`config.mk`:
```
export PLATFORM = sky130hd
export DESIGN_NAME = eda_ctrl
export DESIGN_NICKNAME = d
export VERILOG_FILES = /design/src/pkg/eda_pkg.sv /design/src/core/eda_ctrl.sv
export SDC_FILE = /design/constraint.sdc
export NUM_CORES = 1
export LEC_CHECK = 0
export ABC_CLOCK_PERIOD_IN_PS = 2810
export BUFFER_PORTS_ARGS = -buffer_cell sky130_fd_sc_hd__buf_2
export CELL_PAD_IN_SITES_DETAIL_PLACEMENT = 1
export CELL_PAD_IN_SITES_GLOBAL_PLACEMENT = 2
export CORE_MARGIN = 2
export CORE_UTILIZATION = 43
export DETAILED_ROUTE_END_ITERATION = 6
export GPL_TIMING_DRIVEN = 0
export MAX_ROUTING_LAYER = met4
export PLACE_DENSITY = 0.76
export SYNTH_ARGS = -nofsm -noshare
export SYNTH_HDL_FRONTEND = slang
export SYNTH_SLANG_ARGS = --single-unit
```
`constraint.sdc`:
```
create_clock -name ref_clk -period 2.81 [get_ports ref_clk]
set_input_delay 0.281 -clock ref_clk [delete_from_list [all_inputs] [get_ports ref_clk]]
set_output_delay 0.281 -clock ref_clk [all_outputs]
set_load 0.05 [all_outputs]
```
`src/pkg/eda_pkg.sv`:
```
// ****************************************************************
// data eeprom access package
// ****************************************************************
package eda_pkg;

    // ************************************************************
    // special function register addresses
    // ************************************************************
    localparam logic [7:0] EDA_ADR_DATA = 8'h08;
    localparam logic [7:0] EDA_ADR_ADDR = 8'h09;
    localparam logic [7:0] EDA_ADR_CTRL = 8'h88;
    localparam logic [7:0] EDA_ADR_UNLOCK = 8'h89;

    // ************************************************************
    // control/status bit positions
    // ************************************************************
    localparam int EDA_BIT_FETCH = 0;
    localparam int EDA_BIT_PROG = 1;
    localparam int EDA_BIT_PERMIT = 2;
    localparam int EDA_BIT_ABORT = 3;
    localparam int EDA_BIT_DONE = 4;

    // ************************************************************
    // unlock key bytes and array geometry
    // ************************************************************
    localparam logic [7:0] EDA_KEY_FIRST = 8'h55;
    localparam logic [7:0] EDA_KEY_SECOND = 8'haa;
    localparam int EDA_DEPTH = 64;
    localparam logic [7:0] EDA_ERASED = 8'hff;

    // ************************************************************
    // reset values and timer defaults (cycles of ref_clk)
    // ************************************************************
    localparam logic [7:0] EDA_RST_BYTE = 8'h00;
    localparam int EDA_ERASE_CYC = 500;
    localparam int EDA_PROG_CYC = 500;

    typedef enum logic [1:0] {
        EDA_UL_IDLE,
        EDA_UL_GOT_FIRST,
        EDA_UL_ARMED
    } eda_unlock_e;

    typedef enum logic [1:0] {
        EDA_WS_IDLE,
        EDA_WS_ERASE,
        EDA_WS_PROG
    } eda_wstate_e;

endpackage : eda_pkg

```
`src/core/eda_ctrl.sv`:
```
// Functional notes
// - 64 data bytes at addresses 00h..3Fh, readable and writable in use.
// - cpu reaches array only through address, data, control and unlock registers.
// - a byte write first erases the location, then programs the new byte.
// - write duration is timed by an internal counter, not software.
// - under code protection cpu keeps access; programmer port is refused.
// - address upper two bits decode; nonzero selects no location.
// - control bits 7..5 are absent and read zero.
// - done flag bit 4 set at write end; software or a warm reset clears it.
// - abort flag bit 3 set when master clear or watchdog cuts a write.
// - address and data registers keep contents across an aborting reset.
// - permit bit 2 allows writes when set; cleared at power-up.
// - program-start bit 1 set-only by software, cleared by hardware at end.
// - fetch-start bit 0 set-only; read takes one cycle, then clears.
// - unlock register has no storage and reads zero.
// - write starts only after 55h, AAh to unlock, then setting bit 1.
// - fetched byte lands in data register next cycle and stays there.
// - start bit cannot set without permit; later permit clear harmless.
`timescale 1ns/10ps
module eda_ctrl
    import eda_pkg::*;
#(
    parameter int ERASE_CYCLES = EDA_ERASE_CYC,
    parameter int PROG_CYCLES = EDA_PROG_CYC
) (
    // clock and power-on reset
    input wire logic ref_clk,
    input wire logic rst_n,
    // warm resets from the core, same clock
    input wire logic master_clear_reset,
    input wire logic watchdog_timeout,
    // special function register port
    input wire logic [7:0] sfr_addr,
    input wire logic sfr_wr,
    input wire logic [7:0] sfr_wdata,
    output logic [7:0] sfr_rdata,
    // programmer side access
    input wire logic code_protect,
    input wire logic prog_rd_en,
    input wire logic prog_wr_en,
    input wire logic [5:0] prog_addr,
    input wire logic [7:0] prog_wdata,
    output logic [7:0] prog_rdata_ff,
    output logic prog_denied_ff
);

    // ************************************************************
    // state
    // ************************************************************
    logic [7:0] mem [EDA_DEPTH];
    logic [7:0] data_ff;
    logic [7:0] addr_ff;
    logic fetch_ff;
    logic start_ff;
    logic permit_ff;
    logic abort_ff;
    logic done_ff;
    eda_unlock_e ul_ff;
    eda_wstate_e ws_ff;
    logic [15:0] cnt_ff;
    logic [5:0] wloc_ff;
    logic [7:0] wbyte_ff;

    logic warm_rst;
    logic addr_hit;
    logic [7:0] rd_word;
    logic wr_ctrl;
    logic wr_unlock;
    logic start_ok;
    logic wr_end;
    logic erase_end;

    assign warm_rst = master_clear_reset | watchdog_timeout;
    // bus writes during a warm reset are ignored
    assign wr_ctrl = sfr_wr && !warm_rst && sfr_addr == EDA_ADR_CTRL;
    assign wr_unlock = sfr_wr && !warm_rst && sfr_addr == EDA_ADR_UNLOCK;
    assign addr_hit = addr_ff[7:6] == 2'b00;
    assign rd_word = addr_hit ? mem[addr_ff[5:0]] : EDA_RST_BYTE;
    assign start_ok = wr_ctrl && sfr_wdata[EDA_BIT_PROG] && permit_ff
        && ul_ff == EDA_UL_ARMED && ws_ff == EDA_WS_IDLE;
    assign erase_end = ws_ff == EDA_WS_ERASE && cnt_ff == 16'h0000;
    assign wr_end = ws_ff == EDA_WS_PROG && cnt_ff == 16'h0000 && !warm_rst;

    // ************************************************************
    // register read mux
    // ************************************************************
    always_comb begin
        unique case (sfr_addr)
            EDA_ADR_DATA: sfr_rdata = data_ff;
            EDA_ADR_ADDR: sfr_rdata = addr_ff;
            EDA_ADR_CTRL: sfr_rdata = {3'b000, done_ff, abort_ff,
                permit_ff, start_ff, fetch_ff};
            EDA_ADR_UNLOCK: sfr_rdata = 8'h00;
            default: sfr_rdata = 8'h00;
        endcase
    end

    // ************************************************************
    // address and data registers
    // ************************************************************
    always_ff @(posedge ref_clk) begin
        if (!rst_n) begin
            addr_ff <= EDA_RST_BYTE;
        end else if (sfr_wr && !warm_rst && sfr_addr == EDA_ADR_ADDR) begin
            addr_ff <= sfr_wdata;
        end
    end

    always_ff @(posedge ref_clk) begin
        if (!rst_n) begin
            data_ff <= EDA_RST_BYTE;
        end else if (fetch_ff) begin
            data_ff <= rd_word;
        end else if (sfr_wr && !warm_rst && sfr_addr == EDA_ADR_DATA) begin
            data_ff <= sfr_wdata;
        end
    end

    // ************************************************************
    // control bits
    // ************************************************************
    always_ff @(posedge ref_clk) begin
        if (!rst_n || warm_rst) begin
            fetch_ff <= 1'b0;
        end else if (fetch_ff) begin
            fetch_ff <= 1'b0;
        end else if (wr_ctrl && sfr_wdata[EDA_BIT_FETCH]) begin
            fetch_ff <= 1'b1;
        end
    end

    always_ff @(posedge ref_clk) begin
        if (!rst_n || warm_rst) begin
            permit_ff <= 1'b0;
        end else if (wr_ctrl) begin
            permit_ff <= sfr_wdata[EDA_BIT_PERMIT];
        end
    end

    // software cannot clear it; only a warm reset cuts a write short
    always_ff @(posedge ref_clk) begin
        if (!rst_n || warm_rst) begin
            start_ff <= 1'b0;
        end else if (wr_end) begin
            start_ff <= 1'b0;
        end else if (start_ok) begin
            start_ff <= 1'b1;
        end
    end

    always_ff @(posedge ref_clk) begin
        if (!rst_n) begin
            abort_ff <= 1'b0;
        end else if (warm_rst) begin
            abort_ff <= abort_ff | start_ff;
        end else if (wr_ctrl) begin
            abort_ff <= sfr_wdata[EDA_BIT_ABORT];
        end
    end

    // completion set wins over a software clear in the same cycle
    always_ff @(posedge ref_clk) begin
        if (!rst_n || warm_rst) begin
            done_ff <= 1'b0;
        end else if (wr_end) begin
            done_ff <= 1'b1;
        end else if (wr_ctrl) begin
            done_ff <= sfr_wdata[EDA_BIT_DONE];
        end
    end

    // ************************************************************
    // unlock sequence
    // ************************************************************
    // any other bus write between the keys breaks the sequence
    always_ff @(posedge ref_clk) begin
        if (!rst_n || warm_rst) begin
            ul_ff <= EDA_UL_IDLE;
        end else if (sfr_wr) begin
            if (wr_unlock && sfr_wdata == EDA_KEY_FIRST) begin
                ul_ff <= EDA_UL_GOT_FIRST;
            end else if (wr_unlock && sfr_wdata == EDA_KEY_SECOND
                && ul_ff == EDA_UL_GOT_FIRST) begin
                ul_ff <= EDA_UL_ARMED;
            end else begin
                ul_ff <= EDA_UL_IDLE;
            end
        end
    end

    // ************************************************************
    // write timer: erase phase then program phase
    // ************************************************************
    always_ff @(posedge ref_clk) begin
        if (!rst_n || warm_rst) begin
            ws_ff <= EDA_WS_IDLE;
            cnt_ff <= 16'h0000;
        end else begin
            unique case (ws_ff)
                EDA_WS_IDLE: begin
                    if (start_ok) begin
                        ws_ff <= EDA_WS_ERASE;
                        cnt_ff <= 16'(ERASE_CYCLES - 1);
                    end
                end
                EDA_WS_ERASE: begin
                    if (cnt_ff == 16'h0000) begin
                        ws_ff <= EDA_WS_PROG;
                        cnt_ff <= 16'(PROG_CYCLES - 1);
                    end else begin
                        cnt_ff <= cnt_ff - 16'h0001;
                    end
                end
                EDA_WS_PROG: begin
                    if (cnt_ff == 16'h0000) begin
                        ws_ff <= EDA_WS_IDLE;
                    end else begin
                        cnt_ff <= cnt_ff - 16'h0001;
                    end
                end
                default: ws_ff <= EDA_WS_IDLE;
            endcase
        end
    end

    // target latched at start so later register writes do no harm
    always_ff @(posedge ref_clk) begin
        if (!rst_n) begin
            wloc_ff <= 6'h00;
            wbyte_ff <= EDA_RST_BYTE;
        end else if (start_ok) begin
            wloc_ff <= addr_ff[5:0];
            wbyte_ff <= addr_hit ? data_ff : EDA_RST_BYTE;
        end
    end

    logic wsel_ff;
    always_ff @(posedge ref_clk) begin
        if (!rst_n) begin
            wsel_ff <= 1'b0;
        end else if (start_ok) begin
            wsel_ff <= addr_hit;
        end
    end

    // ************************************************************
    // array; nonvolatile, so never reset
    // ************************************************************
    always_ff @(posedge ref_clk) begin
        if (erase_end && wsel_ff && !warm_rst) begin
            mem[wloc_ff] <= EDA_ERASED;
        end else if (wr_end && wsel_ff) begin
            mem[wloc_ff] <= wbyte_ff;
        end else if (prog_wr_en && !code_protect && ws_ff == EDA_WS_IDLE) begin
            mem[prog_addr] <= prog_wdata;
        end
    end

    // ************************************************************
    // programmer port
    // ************************************************************
    always_ff @(posedge ref_clk) begin
        if (!rst_n) begin
            prog_rdata_ff <= EDA_RST_BYTE;
            prog_denied_ff <= 1'b0;
        end else begin
            prog_denied_ff <= code_protect && (prog_rd_en || prog_wr_en);
            if (prog_rd_en) begin
                prog_rdata_ff <= code_protect ? EDA_RST_BYTE
                    : mem[prog_addr];
            end
        end
    end
endmodule : eda_ctrl

```
=== After elaboration in Yosys (flattened, before gate mapping) ===
Memory sizes are Yosys's and may differ from the RTL's. A register that Yosys moved wholly into a read port is not among the register bits.
Index checks and enable logic that the tools add are counted.

* Output and inout port bits: 17
* Input bits: 38
* Word-level logic and storage cells: 109
* Bits in latches: 0
* RAM bits: 512
* Memories: 1
* ROM bits: 0
* Register bits after elaboration: 65

{| class="wikitable"
|+ Memory list
! name !! depth !! bits a word !! read ports !! clocked after memory_dff !! write ports !! line !! source
|-
| mem || 64 || 8 || 2 || 1 || 1 || eda_ctrl.sv:50 || <nowiki>logic [7:0] mem [EDA_DEPTH];</nowiki>
|}

* Equality and inequality tests: 14
* Div/mod/pow operators: 0
* Muxes and demuxes: 36
* Shift-type cells: 0
* $add $sub $neg: 1
* Multipliers: 0
* Bitwise logic cells: 3
* Order comparisons: 0
* Reductions and logical operators: 39

{| class="wikitable"
|+ Operators by type and width
! kind !! count
|-
| 2-to-1 mux 8 bit || 7
|-
| 2-to-1 mux 16 bit || 3
|-
| one-hot mux 16 bit (3 select lines) || 1
|-
| equality test 8 bit, second input constant || 3
|-
| one-hot mux 8 bit (3 select lines) || 1
|-
| logical AND 1 bit || 22
|-
| 2-to-1 mux 6 bit || 3
|-
| equality test 8 x 4 -> 1 bit, second input constant || 2
|-
| logical NOT 16 bit || 1
|-
| subtractor 16 x 1 -> 16 bit, second input constant || 1
|-
| 2-to-1 mux 1 bit || 15
|-
| 2-to-1 mux 2 bit || 5
|-
| equality test 8 x 7 -> 1 bit, second input constant || 1
|-
| OR reduction 8 bit || 1
|-
| inequality test 2 bit, second input constant || 3
|-
| one-hot mux 2 bit (3 select lines) || 1
|-
| AND reduction 3 bit || 2
|-
| nonzero test 2 bit || 3
|-
| equality test 2 x 1 -> 1 bit, second input constant || 2
|-
| equality test 2 bit, second input constant || 2
|-
| logical NOT 2 bit || 2
|-
| OR reduction 2 bit || 2
|-
| logical NOT 1 bit || 3
|-
| bitwise OR 1 bit || 3
|-
| 3 further kinds || 4
|}

=== Depth between registers and ports, before layout ===
Gate-level depths: netlist of the first run.

* Depth after elaboration: 10
* Gate-level depth with buffers: 11
* Gate-level depth less buffers: 8

=== Worst setup path after synthesis of the first run ===
Ideal clock, no wire load.

* Path kind: reg-to-reg
* Start point: reg ws_ff[0]
* End point: mem mem[12][0], enable pin
* Setup time: 0.383 ns
* Arrival: 2.588 ns
* Stages on the path, launching flop included: 11
* Period minus slack after synthesis: 2.972 ns
* Slack: -0.162 ns
* Path buffers: 2
* Data required time: 2.427 ns
* Path through: dfxtp_1 -> inv_1 -> ha_1 -> buf_2 -> nor2_1 -> nand3b_1 -> nor3_2 -> nor4b_1 -> a31oi_1 -> buf_2 -> nor3_1

* Word-level cells in the longest chain between the ends: 9

{| class="wikitable"
|+ RTL lines
! element !! line !! source
|-
| start, declared || eda_ctrl.sv:59 || <nowiki>eda_wstate_e ws_ff;</nowiki>
|-
| start signal, assigned || eda_ctrl.sv:196 || <nowiki>ws_ff <= EDA_WS_IDLE;</nowiki>
|-
| start signal, assigned || eda_ctrl.sv:202 || <nowiki>ws_ff <= EDA_WS_ERASE;</nowiki>
|-
| start signal, assigned || eda_ctrl.sv:208 || <nowiki>ws_ff <= EDA_WS_PROG;</nowiki>
|-
| equality test 2 bit || eda_ctrl.sv:82 || <nowiki>assign wr_end = ws_ff == EDA_WS_PROG && cnt_ff == 16'h0000 && !warm_rst;</nowiki>
|-
| logical AND 1 bit (2 in series) || eda_ctrl.sv:82 ||
|-
| logical AND 1 bit || eda_ctrl.sv:252 || <nowiki>end else if (wr_end && wsel_ff) begin</nowiki>
|-
| 2-to-1 mux 1 bit || eda_ctrl.sv:252 ||
|-
| 2-to-1 mux 1 bit || eda_ctrl.sv:250 || <nowiki>if (erase_end && wsel_ff && !warm_rst) begin</nowiki>
|-
| 2-to-1 mux 1 bit (on tied branches) || eda_ctrl.sv:255, eda_ctrl.sv:253 ||
|-
| OR reduction 8 bit (no source line) / bitwise OR 1 bit (equally long branches) || -- ||
|-
| 2-to-1 mux 6 bit (no source line) / 2-to-1 mux 1 bit (equally long branches) || -- ||
|-
| end, declared || eda_ctrl.sv:50 ||
|}

Parallel ways exist; a longest one is shown, timed or not.

==> metrics.cfg, run 1 <==
[clock_network]
clk_pin_slew_worst_paths_ns = 0.05
clockRootBuffer = clkbuf_16
clock-sinks = 583
ctsHtreeMaxLevel = 3
cts_made_buffers = 67
cts_buffer_depth = 3
clkLatencyLatePin_ns = 0.64
cts_tree = built

[timing]
setup_violations = 12
rsz0062_at_grt = true
fmax_mhz = 345.2
fin_skew_ns = 0.03186
period_needed_ns = 2.897
drv_slew = 0
setup_ws_ns = -0.08727
post-route-period-util_pct = 103.1
hold_viol = 0
relSlewSlack_pct = 30.88
tightest_slew_ns = 1.037

[layout]
fin_util_pct = 53.99
fill_cells = 5888
drive_above_1_share_pct = 38.45
regArea_sq_mm = 0.01681
finalNetCount = 2000
syn_to_final_growth_pct = 24.76
multi_input_area_sq_mm = 0.01164

[synthesis]
synth_ff_type = edfxtp_1
synth_top_area_share_pct = 55.42
synth.area.top_cells = edfxtp_1, mux4_2, dfxtp_1
synth-edff-count = 512
ys_ff_latch = 583
yosys_warnings = 0
synth_cell_types = 76
avgSynthCellArea_sq_um = 16.32
async_reset_ff_share_pct = 0
yosysTopAreaCell = edfxtp_1
syn_nets = 1745
netlist_area_sq_mm = 0.02774
synth_cells = 1700
yosysSeqAreaShare_pct = 60.54

[setup_path]
path_max_fanout = 10
cp-start-kind = register
max_stage_delay_ns = 0.61
cp.arrival_ns = 3.37
path_common_cell = o22ai_1
crit_type = register to register
crit_chain = clkbuf_1 > nand3b_1 > o22ai_1 > nor3_1 > a221oi_1 > o22ai_1
worstSetupEndpointType = register
slowest_stage = dfxtp_1
worstPathRequired_ns = 3.29

[routing]
dr.pass1.iters = 6
routedWlPerCell_um = 40.26
vias = 20039
remaining_drc_errors = 0
avgViaCountPerCell = 7.004
drt-total-wl_mm = 115.2
drt_iter0_markers = 2835
ant_nets = 0

[grt]
grt_start_max_net_pins = 65
globalRouteTotalUtil_pct = 34.68
grt_pass1_vias = 19621
antenna_found_initial = 4
grt-ovfl-total = 0
grt_pass1_wl_mm = 155.4

[place]
dp_hpwl_mm = 72.56
gp_congestion = 0.9804
pre_cts_ws_ns = -1.856
io_buffer_count = 49

[floorplan]
io_pins = 55
die_y_um = 258.0
dieWidth_um = 258.0
coreArea_sq_mm = 0.06412
row_count = 93
die-area_sq_mm = 0.06657
start_util_pct = 43.27

[pwr]
p_leak_nw = 11.86
irDropWorstVdd_mv = 0.3635
powerDensity_mw_per_mm2 = 556.2

[outcome]
status = complete, but fails checks
failed_checks = negative setup slack

[run]
cap_violations = 0

[worst_hold_path]
hold_class = input port to register

==> synthesized netlist by cell type, types with 12 or more instances <==
library cell and count:
a211oi_1 16, dfxtp_1 71, nand2_1 67, nor3_1 43, nand3b_1 15, o221ai_1 12, a22oi_1 15, edfxtp_1 512
o22ai_1 21, nand3_1 33, nor2_1 103, buf_2 35, nor2b_1 17, buf_4 14, a21boi_0 27, clkbuf_1 59
a21oi_1 53, mux2i_1 83, a221oi_1 26, mux2_2 13, mux4_2 240, o21ai_0 41, inv_1 12
==> cells in the final DEF (no fill, tap or decap), drive strengths merged, types with 13 or more instances in the layout <==
cell    count
dfxtp      71
a22oi      15
a31oi      13
nor2b      17
a21oi      55
nand3b     15
o22ai      21
o22a       17
nor2      104
buf       235
a211oi     16
nand3      34
a221oi     26
a21boi     28
clkbuf    140
clkinv     29
nor3       44
nand4      14
o21ai      42
inv        16
mux2       14
nand2      67
mux4      240
mux2i      84
edfxtp    512
==> through the flow <==
stage / hold WS [ns] / std cells / power, mW / TNS, ns / instance area (sq um)
2_1_floorplan: 0.4144 / 1700 / 10.11 / -20.37 / 27790
3_3_place_gp: 0.4402 / 2604 / 10.52 / -1065.24 / 29100
3_5_place_dp: 0.4511 / 2609 / 10.54 / -1074.04 / 29220
4_1_cts: 0.004551 / 2825 / 19.14 / -0.3398 / 33950
5_1_grt: 0.02130 / 2861 / 19.55 / -0.5706 / 34610
6_report: 0.02405 / 2861 / 19.25 / -0.4567 / 34610
==> metal layers <==
metal / track usage, % / up-vias / share of wire, %
met5: - / - / 0
met2: 51.54 / 1534 / 45
met3: 9.982 / 336 / 13
li1: - / 7658 / -
met1: 44.93 / 10511 / 37
met4: 14.16 / 0 / 5.0
==> what timing repair did <==
item,CTS,global route
pin swaps,51,22
hold buffers,3,0
cloned,8,6
hold endpoints to repair,2,0
setup buffers,88,29
gates resized for setup,288,67
setup endpoints to repair,1040,897
==> final timing paths <==
check / startpoint / to / slack (ns) / depth (start not counted)
hold / removal: sfr_wdata[2] / permit_ff / 0.02 / 3
setup / recovery: register / data_ff[6] / -0.09 / 6
hold reg to reg: prog_rdata_ff[0] / prog_rdata_ff[0] / 0.49 / 2
setup reg to reg: register / data_ff[6] / -0.09 / 6
==> where the power goes <==
| group | internal (mW) | leakage (nW) | switching, mW |
|---|---|---|---|
| clock | 4.92 | 1.03 | 3.74 |
| sequential | 9.40 | 5.94 | 0.0136 |
| combinational | 0.379 | 4.89 | 0.799 |
==> state kept, by name (all words and copies together) (netlist names), named ones only <==
| register | flops |
|---|---|
| permit_ff | 1 |
| done_ff | 1 |
| cnt_ff | 16 |
| addr_ff | 8 |
| start_ff | 1 |
| prog_denied_ff | 1 |
| prog_rdata_ff | 8 |
| mem | 512 |
| wbyte_ff | 8 |
| abort_ff | 1 |
| data_ff | 8 |
| ws_ff | 2 |
| wloc_ff | 6 |
| wsel_ff | 1 |
| fetch_ff | 1 |
| ul_ff | 2 |
==> layout make-up <==
| class | instances | share of cell area, % |
|---|---|---|
| Clock inverter | 35 | 0.9073 |
| Tap cell | 855 | 3.091 |
| Multi-Input combinational cell | 991 | 33.63 |
| Buffer | 118 | 2.559 |
| Sequential cell | 583 | 48.56 |
| Inverter | 15 | 0.1735 |
| Timing Repair Buffer | 179 | 5.889 |
| Antenna cell | 1 | 0.007230 |
| Clock buffer | 84 | 5.180 |
==> worst max-delay path: cells and delay by family, from the launching register on <==
kind,cells,cell delay (ns)
flip-flops,1,0.61
buffers and inverters,1,0.57
AND/OR/NAND/NOR,2,0.66
AO/OA/AOI/OAI,3,0.91
==> logic make-up (layout without fill, tap and decap cells) <==
kind of cell | Yosys count | after routing | synth area share, %
xor+xnor | 4 | 4 | 0.1263
other cells | 0 | 1 | 0
compound gates | 284 | 293 | 7.252
flops | 583 | 583 | 60.54
fa+ha+maj | 7 | 7 | 0.3157
simple gates | 349 | 349 | 6.445
buf+inv | 135 | 431 | 2.228
mux | 338 | 338 | 23.09
No activity file was read; power rests on OpenSTA's default activity.
==> run 2: changes to the inputs <==
ABC_CLOCK_PERIOD_IN_PS = 2600   (was 2810)
clock period = 2.6 ns   (was 2.81 ns; I/O delays follow)
==> metrics.cfg, run 2 (synthesized netlist as in run 1, its figures left out) <==
[pwr]
powerDensity_mw_per_mm2 = 592.6  ; was 556.2 mW/mm^2
power.net_switching_mw = 4.939  ; was 4.552 mW
p_seq_share_pct = 48.2  ; was 48.9%
switching_share_pct = 23.40  ; was 23.64%
intPower_mw = 16.17  ; was 14.70 mW
p_comb_share_pct = 6.4  ; was 6.1%
clockPowerShare_pct = 45.4  ; was 45.0%
p_leak_nw = 12.19  ; was 11.86 nW
irDropWorstVdd_mv = 0.4561  ; was 0.3635 mV

[routing]
vias = 20801  ; was 20039
wl_met2_mm = 53.13  ; was 52.36 mm
dr.pass1.iters = 7  ; was 6
maxUsedRoutingLayer = met4  ; unchanged
wl_met3_mm = 17.53  ; was 14.54 mm
drt_iter0_markers = 3232  ; was 2835
avgViaCountPerCell = 7.158  ; was 7.004
remaining_drc_errors = 0  ; unchanged
ant_nets = 0  ; unchanged
routedWlPerCell_um = 41.61  ; was 40.26 um
wl_met1_mm = 42.22  ; was 42.53 mm
drt-total-wl_mm = 120.9  ; was 115.2 mm

[timing]
post-route-period-util_pct = 106.4
relSlewSlack_pct = 31.39  ; was 30.88%
hold_viol = 0  ; unchanged
fin_skew_ns = 0.03099  ; was 0.03186 ns
hold_ws_ns = 0.02893  ; was 0.02405 ns
tightest_slew_ns = 1.025  ; was 1.037 ns
drv_slew = 0  ; unchanged
setup_violations = 467  ; was 12
period_needed_ns = 2.766
fmax_mhz = 361.5
rsz0062_at_grt = true  ; unchanged
setup_ws_ns = -0.1663  ; was -0.08727 ns

[worst_hold_path]
min_delay_path_depth = 3  ; unchanged
hold_class = input port to register  ; unchanged

[layout]
fin_area_sq_mm = 0.03562  ; was 0.03461 sq mm
drive_above_1_share_pct = 41.35  ; was 38.45%
largest_register_ffs = 512  ; unchanged
largestRegisters = mem x512, cnt_ff x16  ; unchanged
fin_cells = 2906  ; was 2861
top_register = mem  ; unchanged
fill_cells = 5817  ; was 5888
final_common_cell = edfxtp_1  ; unchanged
finalNetCount = 2038  ; was 2000
multi_input_area_sq_mm = 0.01207  ; was 0.01164 sq mm
regArea_sq_mm = 0.01682  ; was 0.01681 sq mm
layout_common_cells = edfxtp_1, mux4_2, mux2i_1, buf_12, buf_4  ; was edfxtp_1, mux4_2, mux2i_1
syn_to_final_growth_pct = 28.38  ; was 24.76%

[clock_network]
cts_made_buffers = 66  ; was 67
ctsHtreeMaxLevel = 3  ; unchanged
cts_buffer_depth = 3  ; unchanged
clockRootBuffer = clkbuf_16  ; unchanged
cts_tree = built  ; unchanged
clk_pin_slew_worst_paths_ns = 0.06  ; was 0.05 ns
clock-sinks = 583  ; unchanged
clkLatencyLatePin_ns = 0.63  ; was 0.64 ns

[setup_path]
worstSetupEndpointType = register  ; unchanged
path_max_fanout = 10  ; unchanged
crit_chain = buf_2 > buf_2 > clkdlybuf4s15_2 > mux4_2 > mux2i_2 > a221oi_1 > a21oi_1 > o21ai_0  ; was clkbuf_1 > nand3b_1 > o22ai_1 > nor3_1 > a221oi_1 > o22ai_1
crit_type = input port to register  ; was register to register
cp.buffers_inverters = 3  ; was 1
cp.depth = 8  ; was 6
cp.arrival_ns = 3.25  ; was 3.37 ns
crit_family = buffers and inverters  ; was compound AO/OA/AOI/OAI gates
slowest_stage = clkdlybuf4s15_2  ; was dfxtp_1
path_common_cell = buf_2  ; was o22ai_1
max_stage_delay_ns = 0.55  ; was 0.61 ns
worstPathRequired_ns = 3.08  ; was 3.29 ns
cp-start-kind = input port  ; was register
worst_r2r_path_depth = 6  ; unchanged

[outcome]
failed_checks = negative setup slack  ; unchanged
status = complete, but fails checks  ; unchanged

[grt]
antenna_found_initial = 7  ; was 4
globalRouteTotalUtil_pct = 37.32  ; was 34.68%
grt_pass1_vias = 20654  ; was 19621
grt_pass1_wl_mm = 165.8  ; was 155.4 mm
grt_start_max_net_pins = 33  ; was 65
grt-ovfl-total = 0  ; unchanged

[place]
place_area_sq_mm = 0.02930  ; was 0.02922 sq mm
dp_hpwl_mm = 71.79  ; was 72.56 mm
gp_congestion = 1.005  ; was 0.9804
post-place-cells = 2607  ; was 2609
io_buffer_count = 49  ; unchanged

[floorplan]
start_util_pct = 43.27  ; unchanged
die-area_sq_mm = 0.06657  ; unchanged
die_y_um = 258.0  ; unchanged
row_count = 93  ; unchanged
coreArea_sq_mm = 0.06412  ; unchanged
io_pins = 55  ; unchanged
dieWidth_um = 258.0  ; unchanged

[run]
cap_violations = 0  ; unchanged

run 2: changes by cell type in the layout (fill, tap and decap cells not counted), moves of 5 or more:
cell      before  now
buf_12        64   75
buf_8          3   12
diode_2        1   10
clkbuf_4       3   10
nor2_1        60   53
o22a_4        16   23
clkinv_1      15    9
dfxtp_1       67   62
run 2: cell type report:
| cell class | instances | share of cell area [%] |
|---|---|---|
| flip-flops and latches | 583 | 47.22 |
| plain buffers | 117 | 2.670 |
| multi-input cells | 1000 | 33.89 |
| well taps | 855 | 3.003 |
| inverters | 15 | 0.1827 |
| clock buffers | 83 | 5.023 |
| clock inverters | 33 | 1.022 |
| diodes | 10 | 0.07025 |
| repair buffers | 210 | 6.913 |
run 2: path summary, 6_finish.rpt:
path	start	end	slack (ns)
max reg2reg	register	data_ff[7]	-0.14
min reg2reg	prog_rdata_ff[5]	prog_rdata_ff[5]	0.48
max	prog_addr[1]	prog_rdata_ff[2]	-0.17
min	sfr_wdata[5]	addr_ff[5]	0.03
run 2: stage by stage:
step | setup TNS, ns | util [%] | setup WS (ns) | total power [mW]
global placement | -1280.86 | 45.62 | -2.196 | 11.37
CTS | -8.122 | 54.74 | -0.05667 | 20.95
finish | -23.31 | 55.55 | -0.1663 | 21.11
detailed placement | -1304.63 | 45.71 | -2.076 | 11.40
floorplan | -61.78 | - | -0.2160 | 10.94
global route | -27.24 | 55.54 | -0.1597 | 21.46
run 2: routing by layer:
layer / global-route usage [%] / up-vias
met1: 45.63 / 10700
met2: 53.96 / 1817
li1: - / 7772
met4: 19.57 / 0
met3: 14.10 / 512
met5: - / -
run 2: what timing repair did:
| action | in CTS | in global routing |
|---|---|---|
| pin swaps | 84 | 34 |
| hold buffers | 7 | 0 |
| buffers inserted | 124 | 33 |
| cloned | 22 | 2 |
| endpoints found under the hold margin | 7 | 0 |
| resized for setup | 365 | 89 |
| setup endpoints to repair | 1042 | 873 |
run 2: worst reg2reg max path, cell delays in order (launching register included):
cell and delay (ns):
dfxtp_1 0.53, buf_2 0.38, clkbuf_1 0.63, nand2_1 0.26, o221ai_1 0.37, a2bb2oi_4 0.31
o22ai_1 0.14
run 2: power groups by stage:
stage / logic [mW] / registers [mW] / clock network, mW
2_1_floorplan: 0.540 / 10.4 / 0
6_report: 1.34 / 10.2 / 9.59
3_3_place_gp: 0.993 / 10.4 / 0
3_5_place_dp: 1.01 / 10.4 / 0
5_1_grt: 1.33 / 10.2 / 9.95
4_1_cts: 1.22 / 10.2 / 9.55
